<file path="src/rtl/fpg_consts.vh">
`ifndef FPG_CONSTS_VH
`define FPG_CONSTS_VH

// ****************************************
// Register addresses: bit 8 selects the expanded bank
// ****************************************
`define FPG_ADDR_W          9
`define FPG_ADDR_TWO_DATA   9'h002
`define FPG_ADDR_FOUR_DATA  9'h004
`define FPG_ADDR_FIVE_DATA  9'h005
`define FPG_ADDR_SIX_DATA   9'h006
`define FPG_ADDR_TWO_DIR    9'h0f6
`define FPG_ADDR_TWO_STYLE  9'h0f7
`define FPG_ADDR_UPPER_CFG  9'h100
`define FPG_ADDR_FOUR_DIR   9'h102
`define FPG_ADDR_FIVE_DIR   9'h104
`define FPG_ADDR_SIX_DIR    9'h106

// ****************************************
// Reset and fixed read values
// ****************************************
`define FPG_DIR_RESET       8'hff
`define FPG_DATA_RESET      8'h00
`define FPG_ALL_ONES        8'hff
`define FPG_UNMAPPED_READ   8'h00
`define FPG_CFG_RESET       5'h00
`define FPG_STYLE_RESET     1'b1
`define FPG_UPPER_RESET     3'h7
`define FPG_CFG_READ_ONES   3'h7

// ****************************************
// Field positions and special pins
// ****************************************
`define FPG_STYLE_BIT       0
`define FPG_CFG_FOUR_BIT    0
`define FPG_CFG_FIVE_BIT    1
`define FPG_CFG_SIX_BIT     2
`define FPG_CFG_KEEP_LSB    3
`define FPG_CC_MASK         8'h08
`define FPG_CMP_MASK        8'h0c
`define FPG_NO_MASK         8'h00

`endif

</file>
<file path="src/rtl/fpg_port.v">
`timescale 1ns/10ps
`default_nettype none

// ****************************************
// One 8-bit port: pin drive and read-back
// ****************************************
module fpg_port (
    input  wire       ref_clk,
    input  wire       rst,
    input  wire [7:0] dir,
    input  wire [7:0] latch,
    input  wire       push_pull,
    input  wire [7:0] force_in_mask,
    input  wire [7:0] cc_mask,
    input  wire [7:0] pin_in,
    output wire [7:0] pin_out,
    output wire [7:0] pin_oe_n,
    output wire [7:0] rd_value
);

    reg [7:0] sync1_ff;
    reg [7:0] sync2_ff;

    always @(posedge ref_clk) begin
        if (rst) begin
            sync1_ff <= 8'h00;
            sync2_ff <= 8'h00;
        end else begin
            sync1_ff <= pin_in;
            sync2_ff <= sync1_ff;
        end
    end

    genvar i;
    generate
        for (i = 0; i < 8; i = i + 1) begin : g_bit
            wire is_out;
            wire open_drain;
            // Comparator inputs never drive
            assign is_out = ~dir[i] & ~force_in_mask[i];
            // Current pad floats or sinks, never pushes high
            assign open_drain = ~push_pull | cc_mask[i];
            assign pin_oe_n[i] = ~(is_out & (~open_drain | ~latch[i]));
            assign pin_out[i]  = latch[i];
            // Inputs show the synchronised pin, outputs and the current pad show the latch
            assign rd_value[i] = (is_out | cc_mask[i]) ? latch[i] : sync2_ff[i];
        end
    endgenerate

endmodule

`default_nettype wire

</file>
<file path="src/rtl/fpg_top.v">
`timescale 1ns/10ps
`default_nettype none
`include "fpg_consts.vh"

// ****************************************
// Register file and four port slices
// ****************************************
module fpg_top (
    input  wire                     ref_clk,
    input  wire                     rst,
    input  wire [`FPG_ADDR_W-1:0]   reg_addr,
    input  wire [7:0]               reg_wdata,
    input  wire                     reg_wr,
    input  wire                     reg_rd,
    output wire [7:0]               reg_rdata,
    input  wire [7:0]               two_pin_in,
    output wire [7:0]               two_pin_out,
    output wire [7:0]               two_pin_oe_n,
    input  wire [7:0]               four_pin_in,
    output wire [7:0]               four_pin_out,
    output wire [7:0]               four_pin_oe_n,
    input  wire [7:0]               five_pin_in,
    output wire [7:0]               five_pin_out,
    output wire [7:0]               five_pin_oe_n,
    input  wire [7:0]               six_pin_in,
    output wire [7:0]               six_pin_out,
    output wire [7:0]               six_pin_oe_n
);

    // ****************************************
    // Registers
    // ****************************************
    reg [7:0] port_two_data_ff;
    reg [7:0] port_four_data_ff;
    reg [7:0] port_five_data_ff;
    reg [7:0] port_six_data_ff;
    reg [7:0] port_two_direction_ff;
    reg [7:0] port_four_direction_ff;
    reg [7:0] port_five_direction_ff;
    reg [7:0] port_six_direction_ff;
    reg       port_two_drive_style_ff;
    reg [2:0] upper_ports_drive_config_ff;
    reg [4:0] upper_cfg_keep_ff;
    reg [7:0] rdata_ff;
    reg [7:0] nxt_rdata;

    wire [7:0] two_rd;
    wire [7:0] four_rd;
    wire [7:0] five_rd;
    wire [7:0] six_rd;

    // ****************************************
    // Register writes
    // ****************************************
    // Data latches are cleared so that no pin starts unknown
    always @(posedge ref_clk) begin
        if (rst) begin
            port_two_data_ff            <= `FPG_DATA_RESET;
            port_four_data_ff           <= `FPG_DATA_RESET;
            port_five_data_ff           <= `FPG_DATA_RESET;
            port_six_data_ff            <= `FPG_DATA_RESET;
            port_two_direction_ff       <= `FPG_DIR_RESET;
            port_four_direction_ff      <= `FPG_DIR_RESET;
            port_five_direction_ff      <= `FPG_DIR_RESET;
            port_six_direction_ff       <= `FPG_DIR_RESET;
            port_two_drive_style_ff     <= `FPG_STYLE_RESET;
            upper_ports_drive_config_ff <= `FPG_UPPER_RESET;
            upper_cfg_keep_ff           <= `FPG_CFG_RESET;
        end else if (reg_wr) begin
            if (reg_addr == `FPG_ADDR_TWO_DATA) begin
                port_two_data_ff <= reg_wdata;
            end else if (reg_addr == `FPG_ADDR_FOUR_DATA) begin
                port_four_data_ff <= reg_wdata;
            end else if (reg_addr == `FPG_ADDR_FIVE_DATA) begin
                port_five_data_ff <= reg_wdata;
            end else if (reg_addr == `FPG_ADDR_SIX_DATA) begin
                port_six_data_ff <= reg_wdata;
            end else if (reg_addr == `FPG_ADDR_TWO_DIR) begin
                port_two_direction_ff <= reg_wdata;
            end else if (reg_addr == `FPG_ADDR_TWO_STYLE) begin
                port_two_drive_style_ff <= reg_wdata[`FPG_STYLE_BIT];
            end else if (reg_addr == `FPG_ADDR_UPPER_CFG) begin
                upper_ports_drive_config_ff <= reg_wdata[2:0];
                // Spare upper bits are only stored for read-back
                upper_cfg_keep_ff <= reg_wdata[7:`FPG_CFG_KEEP_LSB];
            end else if (reg_addr == `FPG_ADDR_FOUR_DIR) begin
                port_four_direction_ff <= reg_wdata;
            end else if (reg_addr == `FPG_ADDR_FIVE_DIR) begin
                port_five_direction_ff <= reg_wdata;
            end else if (reg_addr == `FPG_ADDR_SIX_DIR) begin
                port_six_direction_ff <= reg_wdata;
            end
        end
    end

    // ****************************************
    // Read path, answered one cycle after the strobe
    // ****************************************
    // A write taken at the same edge is not yet visible here
    always @* begin
        nxt_rdata = rdata_ff;
        if (reg_rd) begin
            if (reg_addr == `FPG_ADDR_TWO_DATA) begin
                nxt_rdata = two_rd;
            end else if (reg_addr == `FPG_ADDR_FOUR_DATA) begin
                nxt_rdata = four_rd;
            end else if (reg_addr == `FPG_ADDR_FIVE_DATA) begin
                nxt_rdata = five_rd;
            end else if (reg_addr == `FPG_ADDR_SIX_DATA) begin
                nxt_rdata = six_rd;
            end else if (reg_addr == `FPG_ADDR_TWO_DIR) begin
                nxt_rdata = `FPG_ALL_ONES;
            end else if (reg_addr == `FPG_ADDR_TWO_STYLE) begin
                nxt_rdata = `FPG_ALL_ONES;
            end else if (reg_addr == `FPG_ADDR_UPPER_CFG) begin
                nxt_rdata = {upper_cfg_keep_ff, `FPG_CFG_READ_ONES};
            end else if (reg_addr == `FPG_ADDR_FOUR_DIR) begin
                nxt_rdata = port_four_direction_ff;
            end else if (reg_addr == `FPG_ADDR_FIVE_DIR) begin
                nxt_rdata = port_five_direction_ff;
            end else if (reg_addr == `FPG_ADDR_SIX_DIR) begin
                nxt_rdata = port_six_direction_ff;
            end else begin
                nxt_rdata = `FPG_UNMAPPED_READ;
            end
        end
    end

    // Read data holds until the next read strobe
    always @(posedge ref_clk) begin
        if (rst) begin
            rdata_ff <= 8'h00;
        end else begin
            rdata_ff <= nxt_rdata;
        end
    end

    assign reg_rdata = rdata_ff;

    // ****************************************
    // Port slices
    // ****************************************
    // Port two takes its drive style from its own register
    fpg_port u_two (
        .ref_clk       (ref_clk),
        .rst           (rst),
        .dir           (port_two_direction_ff),
        .latch         (port_two_data_ff),
        .push_pull     (port_two_drive_style_ff),
        .force_in_mask (`FPG_NO_MASK),
        .cc_mask       (`FPG_NO_MASK),
        .pin_in        (two_pin_in),
        .pin_out       (two_pin_out),
        .pin_oe_n      (two_pin_oe_n),
        .rd_value      (two_rd)
    );

    // Bit 3 is the current pad: it sinks or floats, never pushes high
    fpg_port u_four (
        .ref_clk       (ref_clk),
        .rst           (rst),
        .dir           (port_four_direction_ff),
        .latch         (port_four_data_ff),
        .push_pull     (upper_ports_drive_config_ff[`FPG_CFG_FOUR_BIT]),
        .force_in_mask (`FPG_NO_MASK),
        .cc_mask       (`FPG_CC_MASK),
        .pin_in        (four_pin_in),
        .pin_out       (four_pin_out),
        .pin_oe_n      (four_pin_oe_n),
        .rd_value      (four_rd)
    );

    // Comparator lines at bits 2 and 3 never drive
    fpg_port u_five (
        .ref_clk       (ref_clk),
        .rst           (rst),
        .dir           (port_five_direction_ff),
        .latch         (port_five_data_ff),
        .push_pull     (upper_ports_drive_config_ff[`FPG_CFG_FIVE_BIT]),
        .force_in_mask (`FPG_CMP_MASK),
        .cc_mask       (`FPG_NO_MASK),
        .pin_in        (five_pin_in),
        .pin_out       (five_pin_out),
        .pin_oe_n      (five_pin_oe_n),
        .rd_value      (five_rd)
    );

    fpg_port u_six (
        .ref_clk       (ref_clk),
        .rst           (rst),
        .dir           (port_six_direction_ff),
        .latch         (port_six_data_ff),
        .push_pull     (upper_ports_drive_config_ff[`FPG_CFG_SIX_BIT]),
        .force_in_mask (`FPG_NO_MASK),
        .cc_mask       (`FPG_NO_MASK),
        .pin_in        (six_pin_in),
        .pin_out       (six_pin_out),
        .pin_oe_n      (six_pin_oe_n),
        .rd_value      (six_rd)
    );

endmodule

`default_nettype wire

</file>
<file path="config.mk">
export PLATFORM = sky130hd
export DESIGN_NAME = fpg_top
export DESIGN_NICKNAME = d
export VERILOG_FILES = /design/src/rtl/fpg_port.v /design/src/rtl/fpg_top.v
export VERILOG_INCLUDE_DIRS = /design/src /design/src/rtl
export SDC_FILE = /design/constraint.sdc
export NUM_CORES = 1
export LEC_CHECK = 0
export ABC_AREA = 1
export BUFFER_PORTS_ARGS = -buffer_cell sky130_fd_sc_hd__buf_2
export CORE_MARGIN = 2
export CORE_UTILIZATION = 30
export CTS_BUF_LIST = sky130_fd_sc_hd__clkbuf_2 sky130_fd_sc_hd__clkbuf_4 sky130_fd_sc_hd__clkbuf_8
export DETAILED_ROUTE_END_ITERATION = 10
export PLACE_DENSITY_LB_ADDON = 0.08
export SKIP_CTS_REPAIR_TIMING = 1
export SLEW_MARGIN = 20
export SYNTH_ARGS = -nofsm -noshare
export SYNTH_HDL_FRONTEND = slang
export SYNTH_SLANG_ARGS = --single-unit
</file>
<file path="constraint.sdc">
create_clock -name ref_clk -period 4.2 [get_ports ref_clk]
set_input_delay 0.84 -clock ref_clk [delete_from_list [all_inputs] [get_ports ref_clk]]
set_output_delay 0.84 -clock ref_clk [all_outputs]
set_load 0.02 [all_outputs]
</file>
Yosys cells after proc, flatten, opt, wreduce, memory -nomap -nowiden
Index checks and enable logic that the tools add are counted.
{ "word_totals": {"reg_bits": 145, "in_bits": 53} }
{ "classes": {"n_eq_ne": 10, "mux": 39, "n_bitwise": 158, "n_reduce_logical": 10} }
{ "ops": {"columns": ["cell", "n"], "rows": [
  ["inverter 1 bit", 99],
  ["two-way mux 8 bit", 10],
  ["== test 9 bit, second input constant", 4],
  ["bitwise AND 1 bit", 30],
  ["two-way mux 1 bit", 29],
  ["bitwise OR 1 bit", 29],
  ["== test 9 x 3 -> 1 bit, second input constant", 3],
  ["== test 9 x 8 -> 1 bit, second input constant", 2],
  ["AND reduction 11 bit", 1],
  ["AND reduction 10 bit", 1],
  ["== test 9 x 2 -> 1 bit, second input constant", 1],
  ["AND reduction 9 bit", 1],
  ["AND reduction 8 bit", 1],
  ["AND reduction 7 bit", 1],
  ["AND reduction 6 bit", 1],
  ["AND reduction 5 bit", 1],
  ["AND reduction 4 bit", 1],
  ["AND reduction 3 bit", 1],
  ["AND reduction 2 bit", 1]
]} }

Depth between registers and ports, before layout
{ "depth": {"ltp_word": 11, "depth_mapped": 13, "mapped_depth_nobuf": 13} }

Hierarchy
A second synthesis with hierarchy kept.
{ "unflattened": {"hier_cells": 1041, "hier_area_um2": 7110.6} }
{ "modules_own_cells": {"columns": ["module", "instances", "cells_per_inst", "area_per_inst_um2"], "rows": [
  ["fpg_top", 1, 485, 3597.2],
  ["fpg_port", 4, 139, 878.3]
]} }

Least setup slack after synthesis
No wires, ideal clock.
{ "synth_path": {"kind": "input port to flip-flop", "startpoint": "input port reg_addr[8]", "endpoint": "register port_four_direction_ff[5]", "setup_ps": 120, "arrival_time_ps": 1927, "required_time_ps": 4080, "setup_slack_ps": 2153, "path_stages": 10, "cell_sequence": "buf_2 > nor2_2 > nand3_1 > o21ai_2 > nor2_2 > nand2_2 > inv_2 > buf_6 > a21oi_1 > o21ai_1"} }
{ "synth_between": {"elab_chain_len": 3, "word_cells_on_any_way": 16, "cone_classes": "8 x eq/ne; 7 x bitwise; 1 x reduce/logical"} }
{ "synth_lines": {"columns": ["item", "line_no", "rtl"], "rows": [
  ["start: declaration", "fpg_top.v:11", "input wire [`FPG_ADDR_W-1:0] reg_addr,"],
  ["== test 9 bit (no line), or another cell as far along", null, null],
  ["inverter 1 bit (no line)", null, null],
  ["AND reduction 9 bit (no line) (*)", null, null],
  ["end signal: assignment", "fpg_top.v:63", "port_four_direction_ff <= `FPG_DIR_RESET;"],
  ["end signal: assignment", "fpg_top.v:87", "port_four_direction_ff <= reg_wdata;"],
  ["end: declaration", "fpg_top.v:38", "reg [7:0] port_four_direction_ff;"]
]} }
Every way passes the cells marked *; elsewhere a longest branch is shown, timed or not.
A chain may end at the register's enable or synchronous reset.

Worst setup path after layout
{ "layout_path": {"startpoint": "register port_two_drive_style_ff", "endpoint": "output port two_pin_oe_n[1]"} }
{ "layout_between": {"elab_chain_len": 3} }
{ "layout_lines": {"columns": ["item", "line_no", "rtl"], "rows": [
  ["start: declaration", "fpg_top.v:41", "reg port_two_drive_style_ff;"],
  ["start signal: assignment", "fpg_top.v:66", "port_two_drive_style_ff <= `FPG_STYLE_RESET;"],
  ["start signal: assignment", "fpg_top.v:81", "port_two_drive_style_ff <= reg_wdata[`FPG_STYLE_BIT];"],
  ["bitwise OR 1 bit", "fpg_port.v:43", "assign pin_oe_n[i] = ~(is_out & (~open_drain | ~latch[i]));"],
  ["bitwise AND 1 bit", "fpg_port.v:43", null],
  ["inverter 1 bit", "fpg_port.v:43", null],
  ["end: declaration", "fpg_top.v:18", "output wire [7:0] two_pin_oe_n,"]
]} }
No other way between the ends.

==> results.txt <==
Status - complete, no violations
Max frequency - 439 MHz
Worst r2r path cells - 7
Via count of the routed design - 5234
H-tree depth - 4
Design area - 0.00709 mm²
CP Capture Type - output port
Power Density - 373 mW/mm²
Fin cells - 1181
Critical path fanouts, max - 9
Die span in x - 144 µm
Startpoint types - register
Mapped Area - 0.00590 mm²
Hold Path End - u_five.sync2_ff[4]$_SDFF_PP0_
Worst-path clk slew - 80 ps
Largest net degree at the start of global routing - 64
Slew @ Worst Pin - 849 ps
CTS max path bufs - 2
Min-delay worst type - reg2reg
Detailed-route wire length - 18100 µm
Period utilization - 54.3%
Detailed-placement wirelength estimate - 13200 µm
Worst endpoint required time - 3360 ps
Grt ovf - 0
Initial antenna violation count - 1
Vias in the first global route - 4750
Pre-CTS WS - 1540 ps
Cell type with the largest total area after synthesis - dfxtp_1
Row cnt - 51
Crit path DAT - 1440 ps
Final setup vio count - 0
Largest stage delay, worst path - 570 ps
Hold Path Stages - 2
Detailed Route Iter0 Violations - 366
Share of the synthesized area in the top cell type - 48.5%
Critical path's slowest cell - dfxtp_1
Worst-path cell chain - o21ai_0 > buf_2
Starting Density - 30.4%
DR vias/cell - 4.43
Post-synth EDFFs - 0
CTS buffer count - 17
Fill count - 2192
P&R area growth vs syn - 20.1%
Max-slew violation count - 0
Reg2reg start - port_four_direction_ff[2]$_SDFFE_PP1P_
Nets - 957
Fin Setup TNS - 0 ps
Core ar. - 0.0194 mm²
Synth warn - 0
First-pass GRT wire length - 27200 µm
Share of layout cells above drive strength 1 - 20.5%
CTS tree - built
Clk_lat worst skew - 460 ps
Synthesized netlist cell count - 791
I/O Pins - 125
Worst R2R End - reg_rdata[2]$_SDFFE_PP0P_
Library cells used by synthesis - 27
Leak Pwr - 3.39 nW
Clock net sink count - 143
Max_cap viols - 0
Synth area leaders - dfxtp_1, inv_1, o21ai_0
Hold slack - 403 ps
Commonest cells post-synth - inv_1, dfxtp_1, nor2_1
Setup slack after layout - 1920 ps
Fin crit period - 2280 ps
Placed instance area - 0.00670 mm²
Critical path class - reg2out
Ys async rst share - 0%
DR DRC count - 0
GP Congestion - 0.898
#FFs+latches synth - 143
Die area - 0.0208 mm²
Unrepaired setup endpoints after global routing - false
Reg-to-reg slack, setup - 2730 ps
Sequential area share after synthesis - 48.5%
Prevailing post-synth register cell - dfxtp_1
Skew final - 7.25 ps
Die Ht - 144 µm
Drt pass-1 iters - 5
Slew headroom - 43.3%
HP Start - u_five.sync1_ff[4]$_SDFF_PP0_
Ant diodes - 0
Wire length per cell - 15.3 µm
Global Route Usage Sum - 17.8%
VDD IR-drop max - 176 µV
Count leader, synth - inv_1
Port buffer count - 121
CTS root buf - clkbuf_8
Post-Syn Area per Cell - 7.46 µm²
Final Hold Violating Endpoints - 0
Number of antenna-violating nets in the routed design - 0
Inst Count DP - 1150
## final cells by class
cell class	instances	area, µm²	area share (%)
Inverter	152	571	8.05
Tap cell	265	332	4.68
Sequential cell	143	2860	40.4
Timing Repair Buffer	125	636	8.96
Multi-Input combinational cell	465	2300	32.5
Clock buffer	18	248	3.49
Clock inverter	13	139	1.96
## worst max-delay path, delay by kind of cell (launching register included)
kind	cells	cell delay, ps
DFF	1	570
buffers and inverters	1	200
AOI/OAI and AO/OA	1	210
## cell families after synthesis
group                  count (synthesis)  share of synthesized area (%)
AND/OR/NAND/NOR                      248                           18.6
other                                  1                         0.0635
buffers and inverters                184                           12.5
AO/OA/AOI/OAI                        215                           20.3
flip-flops                           143                           48.5
## cell usage in the layout, fill, tap and decap left out, types with 18 or more instances in the layout
cell type  Yosys  final
dfxtp_1      143    143
buf_2          4    121
o21ai_0       83     83
nand2_1       94     94
o211ai_1      25     25
clkbuf_8       0     18
a21oi_1       69     69
nor2_1        96     96
inv_1        144    144
nand3_1       31     31
## how the worst max path moves through the flow
stage                                           startpoint                                endpoint  cells past startpoint
3_3_place_gp                                           rst       port_four_data_ff[6]$_SDFFE_PP0P_                      6
5_1_grt        upper_ports_drive_config_ff[0]$_SDFFE_PP1P_                        four_pin_oe_n[4]                      2
6_report              port_two_drive_style_ff$_SDFFE_PP1P_                         two_pin_oe_n[1]                      2
2_1_floorplan                                  reg_addr[8]  port_four_direction_ff[5]$_SDFFE_PP1P_                     10
4_1_cts               port_two_drive_style_ff$_SDFFE_PP1P_                         two_pin_oe_n[1]                      2
3_5_place_dp                                           rst       port_four_data_ff[1]$_SDFFE_PP0P_                      6
## through the flow
stage	power (mW)	util [%]
6_report	2.64	36.6
5_1_grt	2.75	36.6
4_1_cts	2.68	36.6
3_5_place_dp	1.58	34.6
3_3_place_gp	1.58	34.6
2_1_floorplan	1.51	-
## power breakdown
part,internal [mW],switching (mW),leakage [nW]
Combinational,0.0477,0.105,2.03
Clock,0.541,0.555,0.195
Sequential,1.38,0.00951,1.17
## layer usage
layer	vias to the layer above	global-route usage [%]	part of all wire, %
li1	2757	-	-
met1	2337	24.5	48
met2	125	28.0	46
met3	13	4.64	4.9
met4	2	4.09	0.92
met5	-	0	0.088
(Power assumes the default switching activity.)
